File: src/rtl/usb_cap_params.svh
`ifndef USB_CAP_PARAMS_SVH
`define USB_CAP_PARAMS_SVH

`define OFS_STRUCTURAL_PARAMS 8'h04
`define OFS_CAPABILITY_PARAMS 8'h08
`define OFS_PORT_BASE 8'h40
`define PORT_REG_STRIDE 8'h04
`define BIT_PORT_POWER_SWITCH 4
`define FLD_PORT_COUNT_LSB 0
`define FLD_PORT_COUNT_MSB 3
`define BIT_PORTREG_POWER 12
`define BIT_PORTREG_CONNECT 0
`define RST_PORT_COUNT 4'h2
`define RST_POWER_SWITCH 1'b1
`define RST_CAPABILITY 32'h0000_0000
`define READ_LATENCY 1

`endif

File: src/rtl/usb_cap_pkg.sv
package usb_cap_pkg;
    typedef logic [7:0] addr_t;
    typedef logic [31:0] word_t;
    typedef enum logic [1:0] {
        bus_idle,
        bus_answer
    } bus_state_e;
endpackage

File: src/rtl/usb_port_if.sv
`timescale 1ns/10ps
interface usb_port_if #(parameter int N = 15);
    logic [N-1:0] power_wr;
    logic [N-1:0] power_val;
    logic [N-1:0] power_on;
    logic switch_present;
    modport ctrl (input power_wr, input power_val, input switch_present, output power_on);
    modport user (output power_wr, output power_val, output switch_present, input power_on);
endinterface

File: src/rtl/usb_host_capability_params.sv
// The implementer's own choice: the Avalon-MM interface to the registers.
`timescale 1ns/10ps
`include "usb_cap_params.svh"
// How it works
// RQ1 - bit 4 reports port power switches
// RQ2 - port power bit follows switch capability
// RQ3 - bits 3 to 0 report port count
// RQ4 - only that many port registers addressable
// RQ5 - port count is never zero
// RQ6 - structural parameters at offset 04h
// RQ7 - capability parameters word at offset 08h
// RQ8 - both registers read-only, writes ignored
module usb_host_capability_params #(
    parameter int PORT_COUNT = 2,
    parameter bit POWER_SWITCH = 1'b1
) (
    input wire logic clk_sys,
    input wire logic reset,
    input wire usb_cap_pkg::addr_t avs_address,
    input wire logic avs_read,
    input wire logic avs_write,
    input wire usb_cap_pkg::word_t avs_writedata,
    input wire logic [3:0] avs_byteenable,
    output usb_cap_pkg::word_t avs_readdata,
    output logic avs_waitrequest,
    output logic [14:0] port_power
);
    import usb_cap_pkg::*;

    // elaboration-time refusal of port count zero and of port counts the 4-bit field cannot carry
    generate
        if (PORT_COUNT < 1 || PORT_COUNT > 15) begin : g_bad_count
            $error("port count must be 1 to 15"); // RQ5
        end
    endgenerate

    localparam logic [3:0] PORT_CNT = 4'(PORT_COUNT);

    usb_port_if #(.N(15)) pif ();

    bus_state_e state_r;
    word_t rdata_r;
    logic [14:0] power_out_r;
    word_t rdata_nxt;
    word_t struct_word;
    logic port_hit;
    logic [3:0] port_idx;
    logic [7:0] port_ofs;

    always_comb begin
        struct_word = 32'h0000_0000;
        struct_word[`FLD_PORT_COUNT_MSB:`FLD_PORT_COUNT_LSB] = PORT_CNT; // RQ3
        struct_word[`BIT_PORT_POWER_SWITCH] = POWER_SWITCH; // RQ1
    end

    assign port_ofs = avs_address - `OFS_PORT_BASE;
    assign port_idx = port_ofs[5:2];
    assign port_hit = (avs_address >= `OFS_PORT_BASE) && (port_ofs[1:0] == 2'b00)
        && (port_ofs < 8'(PORT_COUNT * 4)); // RQ4

    always_comb begin
        rdata_nxt = 32'h0000_0000;
        if (avs_address == `OFS_STRUCTURAL_PARAMS) begin
            rdata_nxt = struct_word; // RQ6
        end else if (avs_address == `OFS_CAPABILITY_PARAMS) begin
            rdata_nxt = `RST_CAPABILITY; // RQ7
        end else if (port_hit) begin
            rdata_nxt[`BIT_PORTREG_POWER] = pif.power_on[port_idx]; // RQ4
        end
    end

    genvar g;
    generate
        for (g = 0; g < 15; g++) begin : g_wr
            assign pif.power_wr[g] = (state_r == bus_idle) && avs_write && port_hit
                && (port_idx == 4'(g)) && avs_byteenable[1]; // RQ4
            assign pif.power_val[g] = avs_writedata[`BIT_PORTREG_POWER];
        end
    endgenerate
    assign pif.switch_present = POWER_SWITCH; // RQ2

    usb_port_power #(.N(15)) u_power (
        .clk_sys(clk_sys),
        .reset(reset),
        .pif(pif)
    );

    // one wait cycle then answer; writes to capability words fall through
    always_ff @(posedge clk_sys or posedge reset) begin
        if (reset) begin
            state_r <= bus_idle;
        end else begin
            case (state_r)
                bus_idle: begin
                    if (avs_read || avs_write) begin
                        state_r <= bus_answer;
                    end
                end
                bus_answer: state_r <= bus_idle;
                default: state_r <= bus_idle;
            endcase
        end
    end

    always_ff @(posedge clk_sys or posedge reset) begin
        if (reset) begin
            rdata_r <= 32'h0000_0000;
        end else if (state_r == bus_idle && avs_read) begin
            rdata_r <= rdata_nxt; // RQ8
        end
    end

    always_ff @(posedge clk_sys or posedge reset) begin
        if (reset) begin
            avs_waitrequest <= 1'b1;
        end else begin
            avs_waitrequest <= !(state_r == bus_idle && (avs_read || avs_write));
        end
    end

    always_ff @(posedge clk_sys or posedge reset) begin
        if (reset) begin
            power_out_r <= 15'h0000;
        end else begin
            power_out_r <= pif.power_on & ~(15'h7fff << PORT_COUNT); // RQ4
        end
    end

    assign avs_readdata = rdata_r;
    assign port_power = power_out_r;
endmodule // usb_host_capability_params

File: src/rtl/usb_port_power.sv
`timescale 1ns/10ps
module usb_port_power #(
    parameter int N = 2
) (
    input wire logic clk_sys,
    input wire logic reset,
    usb_port_if.ctrl pif
);
    genvar g;
    generate
        for (g = 0; g < N; g++) begin : g_port
            logic power_r;
            always_ff @(posedge clk_sys or posedge reset) begin
                if (reset) begin
                    power_r <= 1'b0;
                end else if (!pif.switch_present) begin
                    power_r <= 1'b1; // RQ2
                end else if (pif.power_wr[g]) begin
                    power_r <= pif.power_val[g]; // RQ2
                end
            end
            assign pif.power_on[g] = power_r;
        end
    endgenerate
endmodule // usb_port_power

File: config.mk
export PLATFORM = sky130hd
export DESIGN_NAME = usb_host_capability_params
export DESIGN_NICKNAME = d
export VERILOG_FILES = /design/src/rtl/usb_cap_pkg.sv /design/src/rtl/usb_port_if.sv /design/src/rtl/usb_host_capability_params.sv /design/src/rtl/usb_port_power.sv
export VERILOG_INCLUDE_DIRS = /design/src /design/src/rtl
export SDC_FILE = /design/constraint.sdc
export NUM_CORES = 1
export LEC_CHECK = 0
export BUFFER_PORTS_ARGS = -buffer_cell sky130_fd_sc_hd__buf_2
export CORE_MARGIN = 2
export CORE_UTILIZATION = 30
export CTS_CLUSTER_SIZE = 20
export DETAILED_ROUTE_END_ITERATION = 7
export PLACE_DENSITY = 0.82
export SYNTH_ARGS = -nofsm -noshare
export SYNTH_HDL_FRONTEND = slang
export SYNTH_SLANG_ARGS = --single-unit
File: constraint.sdc
create_clock -name clk_sys -period 1.8 [get_ports clk_sys]
set_input_delay 0.36 -clock clk_sys [delete_from_list [all_inputs] [get_ports clk_sys]]
set_output_delay 0.36 -clock clk_sys [all_outputs]
set_load 0.05 [all_outputs]
## Word level (Yosys, flattened, before mapping)

Index checks and enable logic that the tools add are counted.

- Register bits after elaboration: 52
- Bits in latches: 0
- RAM bits: 0
- Bits in read-only memories: 0
- Input bits: 48
- Output and inout bits: 48
- Word-level logic and storage cells: 88
- Memories: 0

- Add/subtract/negate cells: 1
- Multipliers: 0
- Div/mod/pow operators: 0
- Magnitude comparators: 3
- Eq/ne operators: 17
- Shift-type cells: 0
- Mux-type cells: 7
- Bitwise operators: 0
- Reduce and logical (&&, ||, !) cells: 41

Operators by type and width:

| kind | count |
|---|---|
| logical AND 1 bit | 36 |
| == test 4 bit (second input constant) | 7 |
| == test 4 x 3 -> 1 bit (second input constant) | 4 |
| 2-to-1 mux 13 bit | 1 |
| == test 4 x 2 -> 1 bit (second input constant) | 2 |
| == test 8 x 3 -> 1 bit (second input constant) | 1 |
| == test 8 x 4 -> 1 bit (second input constant) | 1 |
| greater-or-equal comparator 8 x 7 -> 1 bit (second input constant) | 1 |
| < comparator 8 x 4 -> 1 bit (second input constant) | 1 |
| subtractor 8 x 7 -> 8 bit (second input constant) | 1 |
| < comparator 4 x 5 -> 1 bit (second input constant) | 1 |
| binary-select mux 1 bit (select 4 bit) | 1 |
| == test 4 x 1 -> 1 bit (second input constant) | 1 |
| logical NOT 2 bit | 2 |
| logical NOT 4 bit | 1 |
| 2-to-1 mux 2 bit | 2 |
| 2-to-1 mux 1 bit | 3 |
| inequality test 2 x 1 -> 1 bit (second input constant) | 1 |
| logical NOT 1 bit | 1 |
| logical OR 1 bit | 1 |

## Longest topological paths before layout

Gate-level depths: netlist of the first run.

- Word-level depth: 7
- Mapped depth: 4
- Gate-level depth less buffers: 4

## By module

A second synthesis of the first run with hierarchy kept.

- Cells, all modules: 133
- Area total of the unflattened synthesis: 1330.0 um^2

By module, submodules not included:

| module | instances | cells an instance | area each (um^2) |
|---|---|---|---|
| usb_port_power | 1 | 62 | 709.4 |
| usb_host_capability_params | 1 | 71 | 620.6 |

## Worst setup path after synthesis of the first run

Ideal clock, no wire load.

- Kind: input to register
- Start: input port avs_address[0]
- End: register u_power.g_port[1].power_r
- Library setup time: 0.127 ns
- Arrival time: 1.450 ns
- Required time: 1.673 ns
- Setup slack: 0.222 ns
- Stages: 4
- Path buffers: 0
- Path through: or4_4 nor3_4 nand3_1 mux2_1

- Longest elaborated chain between the ends: 7
- Elaborated cells on any way between the ends: 10
- Those cells by class: add/sub (1); order compare (2); eq/ne (1); reduce/logical (6)

RTL lines:

| item | line | source |
|---|---|---|
| from (decl) | usb_host_capability_params.sv:19 | `input wire usb_cap_pkg::addr_t avs_address,` |
| branches (longest 5 deep; another with subtractor 8 x 7 -> 8 bit) | n/a |  |
| logical AND 1 bit (*) (2 in a row) | usb_host_capability_params.sv:76 | `&& (port_idx == 4'(g)) && avs_byteenable[1];` |
| to (signal assigned) | usb_port_power.sv:19 | `power_r <= pif.power_val[g];` |
| to (decl) | usb_port_power.sv:12 | `logic power_r;` |

Every way passes the cells marked *.
A chain may end at the register's enable or synchronous reset.

## Worst setup path in the final report of the first run

- Start: input port avs_address[3]
- End: register u_power.g_port[1].power_r

- Longest elaborated chain between the ends: 6
- Elaborated cells on any way between the ends: 9
- Those cells by class: add/sub (1); order compare (2); eq/ne (1); reduce/logical (5)

RTL lines:

| item | line | source |
|---|---|---|
| subtractor 8 x 7 -> 8 bit (no source line) / greater-or-equal comparator 8 x 7 -> 1 bit (equally long branches) | n/a |  |
| < comparator 8 x 4 -> 1 bit / logical AND 1 bit (equally long branches) | usb_host_capability_params.sv:59, usb_host_capability_params.sv:58 |  |
| logical AND 1 bit | usb_host_capability_params.sv:58 | `` assign port_hit = (avs_address >= `OFS_PORT_BASE) && (port_ofs[1:0] == 2'b00) `` |
| logical AND 1 bit | usb_host_capability_params.sv:75 | `assign pif.power_wr[g] = (state_r == bus_idle) && avs_write && port_hit` |
| logical AND 1 bit (*) (2 in a row) | usb_host_capability_params.sv:76 |  |

Mark *: on every way between the ends. The rest lies on a longest branch, timed or not.

==> results of run 1 <==
==> worst min-delay path by stage <==
stage	from	slack, ps	endpoint
2_1_floorplan	reset	200	avs_readdata[12]$_DFFE_PP0P_
3_3_place_gp	reset	340	port_power[0]$_DFF_PP0_
3_5_place_dp	reset	350	u_power.g_port[2].power_r$_DFFE_PP0P_
4_1_cts	reset	60	port_power[1]$_DFF_PP0_
5_1_grt	reset	70	u_power.g_port[3].power_r$_DFFE_PP0P_
6_report	reset	50	u_power.g_port[3].power_r$_DFFE_PP0P_
==> cell families after synthesis <==
group / count (synthesis) / synth area share
AO/OA/AOI/OAI: 2 / 0.0170
buffers and inverters: 47 / 0.458
flip-flops: 10 / 0.341
multiplexers: 3 / 0.0662
other: 1 / 0.00509
AND/OR/NAND/NOR: 13 / 0.112
==> power breakdown <==
part / internal (W) / switching (W) / leakage (nW) / total, W
clock network: 0.000123 / 0.0000750 / 0.0210 / 0.000198
registers: 0.000233 / 0.00000331 / 0.134 / 0.000236
logic: 0.0000185 / 0.000222 / 0.283 / 0.000240
total: 0.000374 / 0.000300 / 0.439 / 0.000674
==> sequential cells by signal, summed over array words and instances, names as in the netlist <==
name,count
u_power.g_port.power_r,4
avs_readdata,2
port_power,2
avs_waitrequest,1
state_r,1
==> worst register-to-register path: stages (launching register included) <==
cell and delay (ps):
dfrtp_1 400, nor4b_1 380, nand3_1 140, mux2_1 330
==> metrics by stage <==
step | instances | area, um^2
2_1_floorplan | 117 | 891
3_3_place_gp | 120 | 698
3_5_place_dp | 120 | 698
4_1_cts | 124 | 734
5_1_grt | 124 | 734
6_report | 124 | 734
==> synthesized netlist by cell type <==
master    instances  area share
buf_4            43        0.44
clkbuf_1          2       0.010
conb_1            1      0.0051
dfrtp_1           9        0.31
dfstp_2           1       0.036
inv_1             2       0.010
mux2_1            2       0.031
mux4_1            1       0.036
nand2_1           4       0.020
nand2b_1          1      0.0085
nand3_1           2       0.014
nand3b_1          1       0.010
nor2_1            2       0.010
nor3_4            1       0.022
nor4b_1           1       0.012
o21ai_0           1      0.0068
o31ai_1           1       0.010
or4_4             1       0.015
==> layout make-up <==
class / count / area [um^2]
multi-input combinational: 60 / 302
sequential: 10 / 251
tap: 28 / 35.0
clock buffer: 4 / 36.3
fill: 241 / 1540
timing repair buffer: 20 / 103
inverter: 2 / 7.51
==> metal layers <==
layer	up-vias	part of all wire	wire length, um	track usage
li1	198	-	-	-
met1	178	0.37	375	0.0819
met2	48	0.45	453	0.113
met3	0	0.18	178	0.0583
met4	0	0	0	0.0385
met5	-	0	0	0
==> impl_metrics.tcl, run 1 <==
set metrics [dict create \
    run_status "finished clean" \
    core_utilization_of_the_finished_layout 0.323 \
    fp.dieArea_um2 2870 \
    synthesis.area_um2 737 \
    clock_slew_at_the_register_clock_pins_of_the_worst_setup_and_hold_paths_ps 70 \
    cp_max_fo 3 \
    worst-setup-path-type "in2reg" \
    starting_density_of_the_core 0.324 \
    gr-total-overflow 0 \
    setup_violations 0 \
    global_route.usage.total 0.0776 \
    arrival_ps 1580 \
    regToRegEndpoint "u_power.g_port[1].power_r$_DFFE_PP0P_" \
    power_density_nw_per_um2 917 \
    first_global_vias 352 \
    post-cts-setup-buffer-count 0 \
    detail_route.drc_violations 0 \
    fin_crit_sh 0.805 \
    finish.net_count 145 \
    pin_count 96 \
    reg2reg_from "state_r[0]$_DFFE_PP0P_" \
    leading_cell_type_in_the_layout_fill_and_taps_excluded "conb_1" \
    report.power.total_w 0.000674 \
    fmax_ghz 0.690 \
    post-route-worst-setup-slack_ps 351 \
    cp_max_delay_cell "or4_4" \
    library_cells_used_by_synthesis 18 \
    maximum_number_of_buffers_from_clock_root_to_sink 2 \
    timing.critical_path.from_type "primary input" \
    antenna_found_initial 0 \
    vias_per_cell 3.42 \
    totalNegativeSetupSlack_ps 0 \
    crit_path_end "u_power.g_port[1].power_r$_DFFE_PP0P_" \
    report.final.slew_viol_count 0 \
    first_iter_violations 5 \
    synth_sequential_area_ratio 0.341 \
    wl_per_cell_um 8.12 \
    postSynthRegisterBits 10 \
    via_count 424 \
    cp_cell_sequence "buf_2 > or4_4 > nor3_4 > nand3_1 > mux2_1" \
    numClockSinks 10 \
    timing.clock.skew_ps 12.2 \
    hpwl_um 872 \
    ys_warn_count 0 \
    beginning_of_the_critical_path "avs_address[3]" \
    final_layout_size_suffix_gt1_frac 0.281 \
    gpl.final_weighted_congestion 0.687 \
    design.core.area_um2 2280 \
    number_of_inserted_diodes 0 \
    critical_path.endpoint_type "flip-flop" \
    grt_setup_unrepaired "no" \
    quantity_of_gates_resized_following_cts 0 \
    finalCriticalPeriod_ps 1450 \
    chipWidth_um 53.6 \
    grt_max_degree 11 \
    max_capacitance_violation_count 0 \
    worstHoldPathType "in2async" \
    wl_mm 1.01 \
    timing.reg2reg.worst_path_depth 3 \
    buffer_ports.inserted 19 \
    fin_hold_ws_ps 52.1 \
    vdd.ir_drop.worst_mv 0.681 \
    detailedPlace.worstSlack_ps 75.9 \
    critical_path_cell_count 5 \
    worstPathBufferInverterCount 1 \
    netlist_instances 76 \
    areaGrowthSynthToFinish_pct -0.340 \
    family_with_the_most_delay_on_the_worst_path "simple AND/OR/NAND/NOR gates" \
    hold_buffer_count_at_cts 0 \
    dieHeight_um 53.6 \
    clockRootBuffer "clkbuf_4" \
    cts_tree "done" \
    most-common-layout-cells "42 x conb_1, 19 x buf_2, 9 x dfrtp_1" \
    worst-r2r-setup-slack_ps 410 \
    grt_pass1_wl_mm 1.48 \
    drtPass1Iterations 4 \
    slowest_delay_ps 520 \
    insertion_delay_ps 260 \
    ant_nets 0 \
    clock_tree.htree_level_count 1 \
    leakage_nw 0.439 \
    rows 17 \
    synth.avg_cell_area_um2 9.70 \
    required_ps 1930 \
    cts_inserted_buffers 3 \
    final_hold_viol_count 0 \
]
(Power assumes the default switching activity.)
==> run 2, diff against run 1 <==
--- a/config.mk
+++ b/config.mk
@@ -8,10 +8,10 @@
 export LEC_CHECK = 0
 export BUFFER_PORTS_ARGS = -buffer_cell sky130_fd_sc_hd__buf_2
 export CORE_MARGIN = 2
-export CORE_UTILIZATION = 30
+export CORE_UTILIZATION = 27
 export CTS_CLUSTER_SIZE = 20
 export DETAILED_ROUTE_END_ITERATION = 7
-export PLACE_DENSITY = 0.82
+export PLACE_DENSITY = 0.78
 export SYNTH_ARGS = -nofsm -noshare
 export SYNTH_HDL_FRONTEND = slang
 export SYNTH_SLANG_ARGS = --single-unit
==> constraint.sdc (replaced) <==
create_clock -name clk_sys -period 1.2 [get_ports clk_sys]
set_input_delay 0.24 -clock clk_sys [delete_from_list [all_inputs] [get_ports clk_sys]]
set_output_delay 0.24 -clock clk_sys [all_outputs]
set_load 0.05 [all_outputs]
==> run 2 against run 1 <==
The run now ends with setup timing left. Cell count increased by 6.5%. First-iteration DRC count decreased by 60%. Sequential share of layout area decreased by 3.7 points. Via count increased by 5.2%. Count of clock-buffer cells in the layout unchanged. Largest power group unchanged. Highest routed layer unchanged.
==> impl_metrics.tcl, run 2 (same netlist as run 1, synthesis figures left out) <==
set metrics [dict create \
    fp.dieArea_um2 3160 \
    report.final.slew_viol_count 0 \
    gpl.final_weighted_congestion 0.762 \
    regMostFlops "u_power.g_port.power_r" \
    grt_setup_unrepaired "yes" \
    pin_count 96 \
    final_hold_viol_count 0 \
    run_status "finished with violations" \
    dieHeight_um 56.2 \
    ant_nets 0 \
    final_cell_area_um2 825 \
    insertion_delay_ps 260 \
    fin_crit_sh 1.08 \
    chipWidth_um 56.2 \
    fill_cells 289 \
    slowest_delay_ps 530 \
    finish.net_count 151 \
    required_ps 1340 \
    final_layout_size_suffix_gt1_frac 0.363 \
    post-route-worst-setup-slack_ps -92.8 \
    max_capacitance_violation_count 0 \
    grt_max_degree 11 \
    timing.clock.skew_ps 6.42 \
    cp_max_delay_cell "or4_4" \
    finalCriticalPeriod_ps 1290 \
    sequential_cell_area_um2 251 \
    gr-total-overflow 0 \
    failed_checks "setup timing" \
    cts_tree "done" \
    multi_input_comb_area_um2 314 \
    maximum_number_of_buffers_from_clock_root_to_sink 2 \
    numClockSinks 10 \
    postPlaceCellArea_um2 731 \
    clockRootBuffer "clkbuf_4" \
    first_global_vias 333 \
    worstHoldPathType "in2reg" \
    setup_violations 3 \
    core_utilization_of_the_finished_layout 0.327 \
    cp_cell_sequence "buf_6 > or4_4 > nor3_4 > nand3_1 > mux2_4" \
    clock_tree.htree_level_count 1 \
    first_iter_violations 2 \
    rows 18 \
    vias_per_cell 3.38 \
    wl_mm 1.12 \
    hpwl_um 975 \
    cp_max_fo 3 \
    areaGrowthSynthToFinish_pct 11.9 \
    largest_reg_flops 4 \
    power_density_nw_per_um2 1270 \
    detail_route.drc_violations 0 \
    design.core.area_um2 2520 \
    critical_path.endpoint_type "flip-flop" \
    global_route.usage.total 0.0701 \
    antenna_found_initial 0 \
    most-common-layout-cells "42 x conb_1, 14 x buf_2, 9 x dfrtp_1" \
    report.power.total_w 0.00105 \
    cts_inserted_buffers 3 \
    arrival_ps 1440 \
    vdd.ir_drop.worst_mv 0.627 \
    wl_per_cell_um 8.50 \
    timing.critical_path.from_type "primary input" \
    drtPass1Iterations 2 \
    number_of_inserted_diodes 0 \
    leading_cell_type_in_the_layout_fill_and_taps_excluded "conb_1" \
    worst-setup-path-type "in2reg" \
    clock_slew_at_the_register_clock_pins_of_the_worst_setup_and_hold_paths_ps 60 \
    leakage_nw 0.475 \
    fmax_ghz 0.774 \
    buffer_ports.inserted 19 \
    starting_density_of_the_core 0.292 \
    via_count 446 \
    grt_pass1_wl_mm 1.60 \
]
==> run 2: changes by cell type in the layout (fill, tap and decap cells not counted), moves of 2 or more <==
| cell | change |
|---|---|
| clkbuf_4 | +2 |
| buf_2 | -5 |
| mux2_4 | +2 |
| buf_6 | +2 |
| buf_4 | +5 |
| mux2_1 | -2 |
==> run 2: layout make-up <==
cell class                      instances  area share
Clock buffer                            4      0.0440
Inverter                                2     0.00910
Multi-Input combinational cell         60       0.381
Sequential cell                        10       0.305
Tap cell                               30      0.0455
Timing Repair Buffer                   26       0.215
==> run 2: worst max-delay path: cells and delay by family <==
kind	cells	cell delay, ps
buffers and inverters	1	90
multiplexers	1	310
AND/OR/NAND/NOR	3	800
==> run 2: where the power goes <==
group | total, W | internal [W] | switching [W]
combinational | 0.000392 | 0.0000530 | 0.000339
sequential | 0.000355 | 0.000349 | 0.00000607
clock | 0.000299 | 0.000184 | 0.000115
total | 0.00105 | 0.000586 | 0.000460
==> run 2: what timing repair did <==
action | 4_1_cts | 5_1_grt
pin swaps | 2 | 0
setup endpoints to repair | 4 | 7
hold endpoints to repair | 9 | 0
buffers inserted | 0 | 1
hold buffers | 1 | 0
resized for setup | 7 | 5
==> run 2: per-stage QoR <==
stage / hold slack, ps / instances / worst slack, ps / TNS, ps
floorplan: 79.5 / 117 / -257 / -607
global placement: 235 / 126 / -357 / -1250
detailed placement: 242 / 126 / -395 / -1340
CTS: 231 / 131 / -92.2 / -205
global route: 225 / 132 / -146 / -363
finish: 244 / 132 / -92.8 / -202
==> run 2: path summary, 6_finish.rpt <==
path | to | slack (ps) | from | cells after the start
worst max register to register | u_power.g_port[1].power_r$_DFFE_PP0P_ | -70 | state_r[0]$_DFFE_PP0P_ | 4
worst min-delay path | u_power.g_port[0].power_r$_DFFE_PP0P_ | 240 | avs_writedata[12] | 2
worst min register to register | u_power.g_port[2].power_r$_DFFE_PP0P_ | 370 | u_power.g_port[2].power_r$_DFFE_PP0P_ | 0
worst max-delay path | u_power.g_port[1].power_r$_DFFE_PP0P_ | -90 | avs_address[0] | 5
min in group asynchronous | state_r[0]$_DFFE_PP0P_ | 490 | reset | 3
max in group asynchronous | avs_waitrequest$_DFF_PP1_ | 400 | reset | 3
==> run 2: layer usage <==
metal,track usage,wire length [um],part of all wire
met1,0.0962,464,0.41
met2,0.0975,535,0.48
met3,0.0186,122,0.11
met4,0.0408,0,0
met5,0,0,0
==> run 3, diff against run 2 <==
--- a/config.mk
+++ b/config.mk
@@ -12,6 +12,7 @@
 export CTS_CLUSTER_SIZE = 20
 export DETAILED_ROUTE_END_ITERATION = 7
 export PLACE_DENSITY = 0.78
+export RECOVER_POWER = 100
 export SYNTH_ARGS = -nofsm -noshare
 export SYNTH_HDL_FRONTEND = slang
 export SYNTH_SLANG_ARGS = --single-unit
==> run 3 against run 2 <==
The run still ends with setup timing left. Total power about the same. Core utilization unchanged. Non-clock buffer count unchanged. Sequential share of layout area unchanged. Setup slack unchanged. Via count decreased by 0.45%. Design area unchanged. Fmax unchanged. Die area unchanged. Cell count unchanged. Combinational power about the same. Global-route usage unchanged. Critical endpoint unchanged. Largest power group unchanged.
==> impl_metrics.tcl, run 3 (same netlist as run 1, synthesis figures left out) <==
set metrics [dict create \
    timing.clock.skew_ps 6.42 \
    final_hold_viol_count 0 \
    wl_mm 1.12 \
    detail_route.drc_violations 0 \
    grt_setup_unrepaired "yes" \
    global_route.usage.total 0.0701 \
    grt_max_degree 11 \
    slowest_delay_ps 530 \
    clock_slew_at_the_register_clock_pins_of_the_worst_setup_and_hold_paths_ps 60 \
    most-common-layout-cells "42 x conb_1, 11 x buf_2, 9 x dfrtp_1" \
    via_count 444 \
    arrival_ps 1440 \
    regMostFlops "u_power.g_port.power_r" \
    vdd.ir_drop.worst_mv 0.627 \
    insertion_delay_ps 260 \
    gpl.final_weighted_congestion 0.762 \
    first_global_vias 333 \
    leading_cell_type_in_the_layout_fill_and_taps_excluded "conb_1" \
    wl_per_cell_um 8.52 \
    final_layout_size_suffix_gt1_frac 0.363 \
    setup_violations 3 \
    critical_path.endpoint_type "flip-flop" \
    run_status "finished with violations" \
    numPlacedInstances 126 \
    fmax_ghz 0.774 \
    finalCriticalPeriod_ps 1290 \
    core_utilization_of_the_finished_layout 0.327 \
    post-route-worst-setup-slack_ps -92.8 \
    rows 18 \
    postPlaceCellArea_um2 731 \
    leakage_nw 0.471 \
    numClockSinks 10 \
    finish.net_count 151 \
    power_density_nw_per_um2 1270 \
    failed_checks "setup timing" \
    clockRootBuffer "clkbuf_4" \
    antenna_found_initial 0 \
    largest_reg_flops 4 \
    cts_tree "done" \
    cp_max_delay_cell "or4_4" \
    cts_inserted_buffers 3 \
    clock_tree.htree_level_count 1 \
    maximum_number_of_buffers_from_clock_root_to_sink 2 \
    max_capacitance_violation_count 0 \
    chipWidth_um 56.2 \
    pin_count 96 \
    report.power.total_w 0.00105 \
    grt_pass1_wl_mm 1.60 \
    drtPass1Iterations 2 \
    worst-setup-path-type "in2reg" \
    worstHoldPathType "in2reg" \
    buffer_ports.inserted 19 \
    report.final.slew_viol_count 0 \
    vias_per_cell 3.36 \
    final_cell_count_no_fill 132 \
    ant_nets 0 \
    design.core.area_um2 2520 \
    cp_max_fo 3 \
    timing.critical_path.from_type "primary input" \
    hpwl_um 975 \
    fp.dieArea_um2 3160 \
    gr-total-overflow 0 \
    final_cell_area_um2 825 \
    areaGrowthSynthToFinish_pct 11.9 \
    number_of_inserted_diodes 0 \
    cp_cell_sequence "buf_6 > or4_4 > nor3_4 > nand3_1 > mux2_4" \
    first_iter_violations 2 \
    starting_density_of_the_core 0.292 \
    required_ps 1340 \
    dieHeight_um 56.2 \
    fin_crit_sh 1.08 \
]
## run 3: cell types whose count changed in the layout (fill, tap and decap cells not counted)
cell,delta
buf_2,-3
clkbuf_2,+3
buf_4,-1
clkbuf_4,+1
## run 3: worst paths after layout
check,startpoint,end,slack (ps),cells after the start
min in group asynchronous,reset,state_r[0]$_DFFE_PP0P_,490,3
worst max register to register,state_r[0]$_DFFE_PP0P_,u_power.g_port[1].power_r$_DFFE_PP0P_,-70,4
worst max-delay path,avs_address[0],u_power.g_port[1].power_r$_DFFE_PP0P_,-90,5
worst min register to register,u_power.g_port[2].power_r$_DFFE_PP0P_,u_power.g_port[2].power_r$_DFFE_PP0P_,370,0
worst min-delay path,avs_writedata[12],u_power.g_port[0].power_r$_DFFE_PP0P_,240,2
max in group asynchronous,reset,avs_waitrequest$_DFF_PP1_,400,3
## run 3: power by group
group	internal, W	leakage (nW)	switching (W)	total, W
registers	0.000349	0.134	0.00000609	0.000355
logic	0.0000530	0.316	0.000339	0.000392
clock network	0.000184	0.0210	0.000115	0.000299
total	0.000586	0.471	0.000460	0.00105
## run 3: what timing repair did
item	CTS	global route
pin swaps	2	0
resized for setup	7	5
endpoints found under the hold margin	9	0
hold buffers	1	0
setup endpoints to repair	4	7
setup buffers	0	1
## run 3: routing by layer
metal  part of all wire  global-route usage  routed length [um]  vias to the layer above
li1                   -                   -                   -                      212
met1               0.41              0.0962                 464                      196
met2               0.48              0.0975                 537                       36
met3               0.11              0.0186                 122                        0
met4                  0              0.0408                   0                        0
met5                  0                   0                   0                        -
## run 3: worst max-delay path: cells and delay by family
family / cells / cell delay (ps)
multiplexers: 1 / 310
AND/OR/NAND/NOR: 3 / 800
buffers and inverters: 1 / 90
## run 3: cell type report
cell class                 instances  area [um^2]
clock buffer                       4         36.3
fill                             289         1700
inverter                           2         7.51
multi-input combinational         60          314
sequential                        10          251
tap                               30         37.5
timing repair buffer              26          178
## run 3: per-stage QoR
step	hold slack (ps)	setup slack, ps	setup TNS [ps]
floorplan	79.5	-257	-607
global placement	235	-357	-1250
detailed placement	242	-395	-1340
CTS	231	-92.2	-205
global route	225	-146	-363
finish	244	-92.8	-202
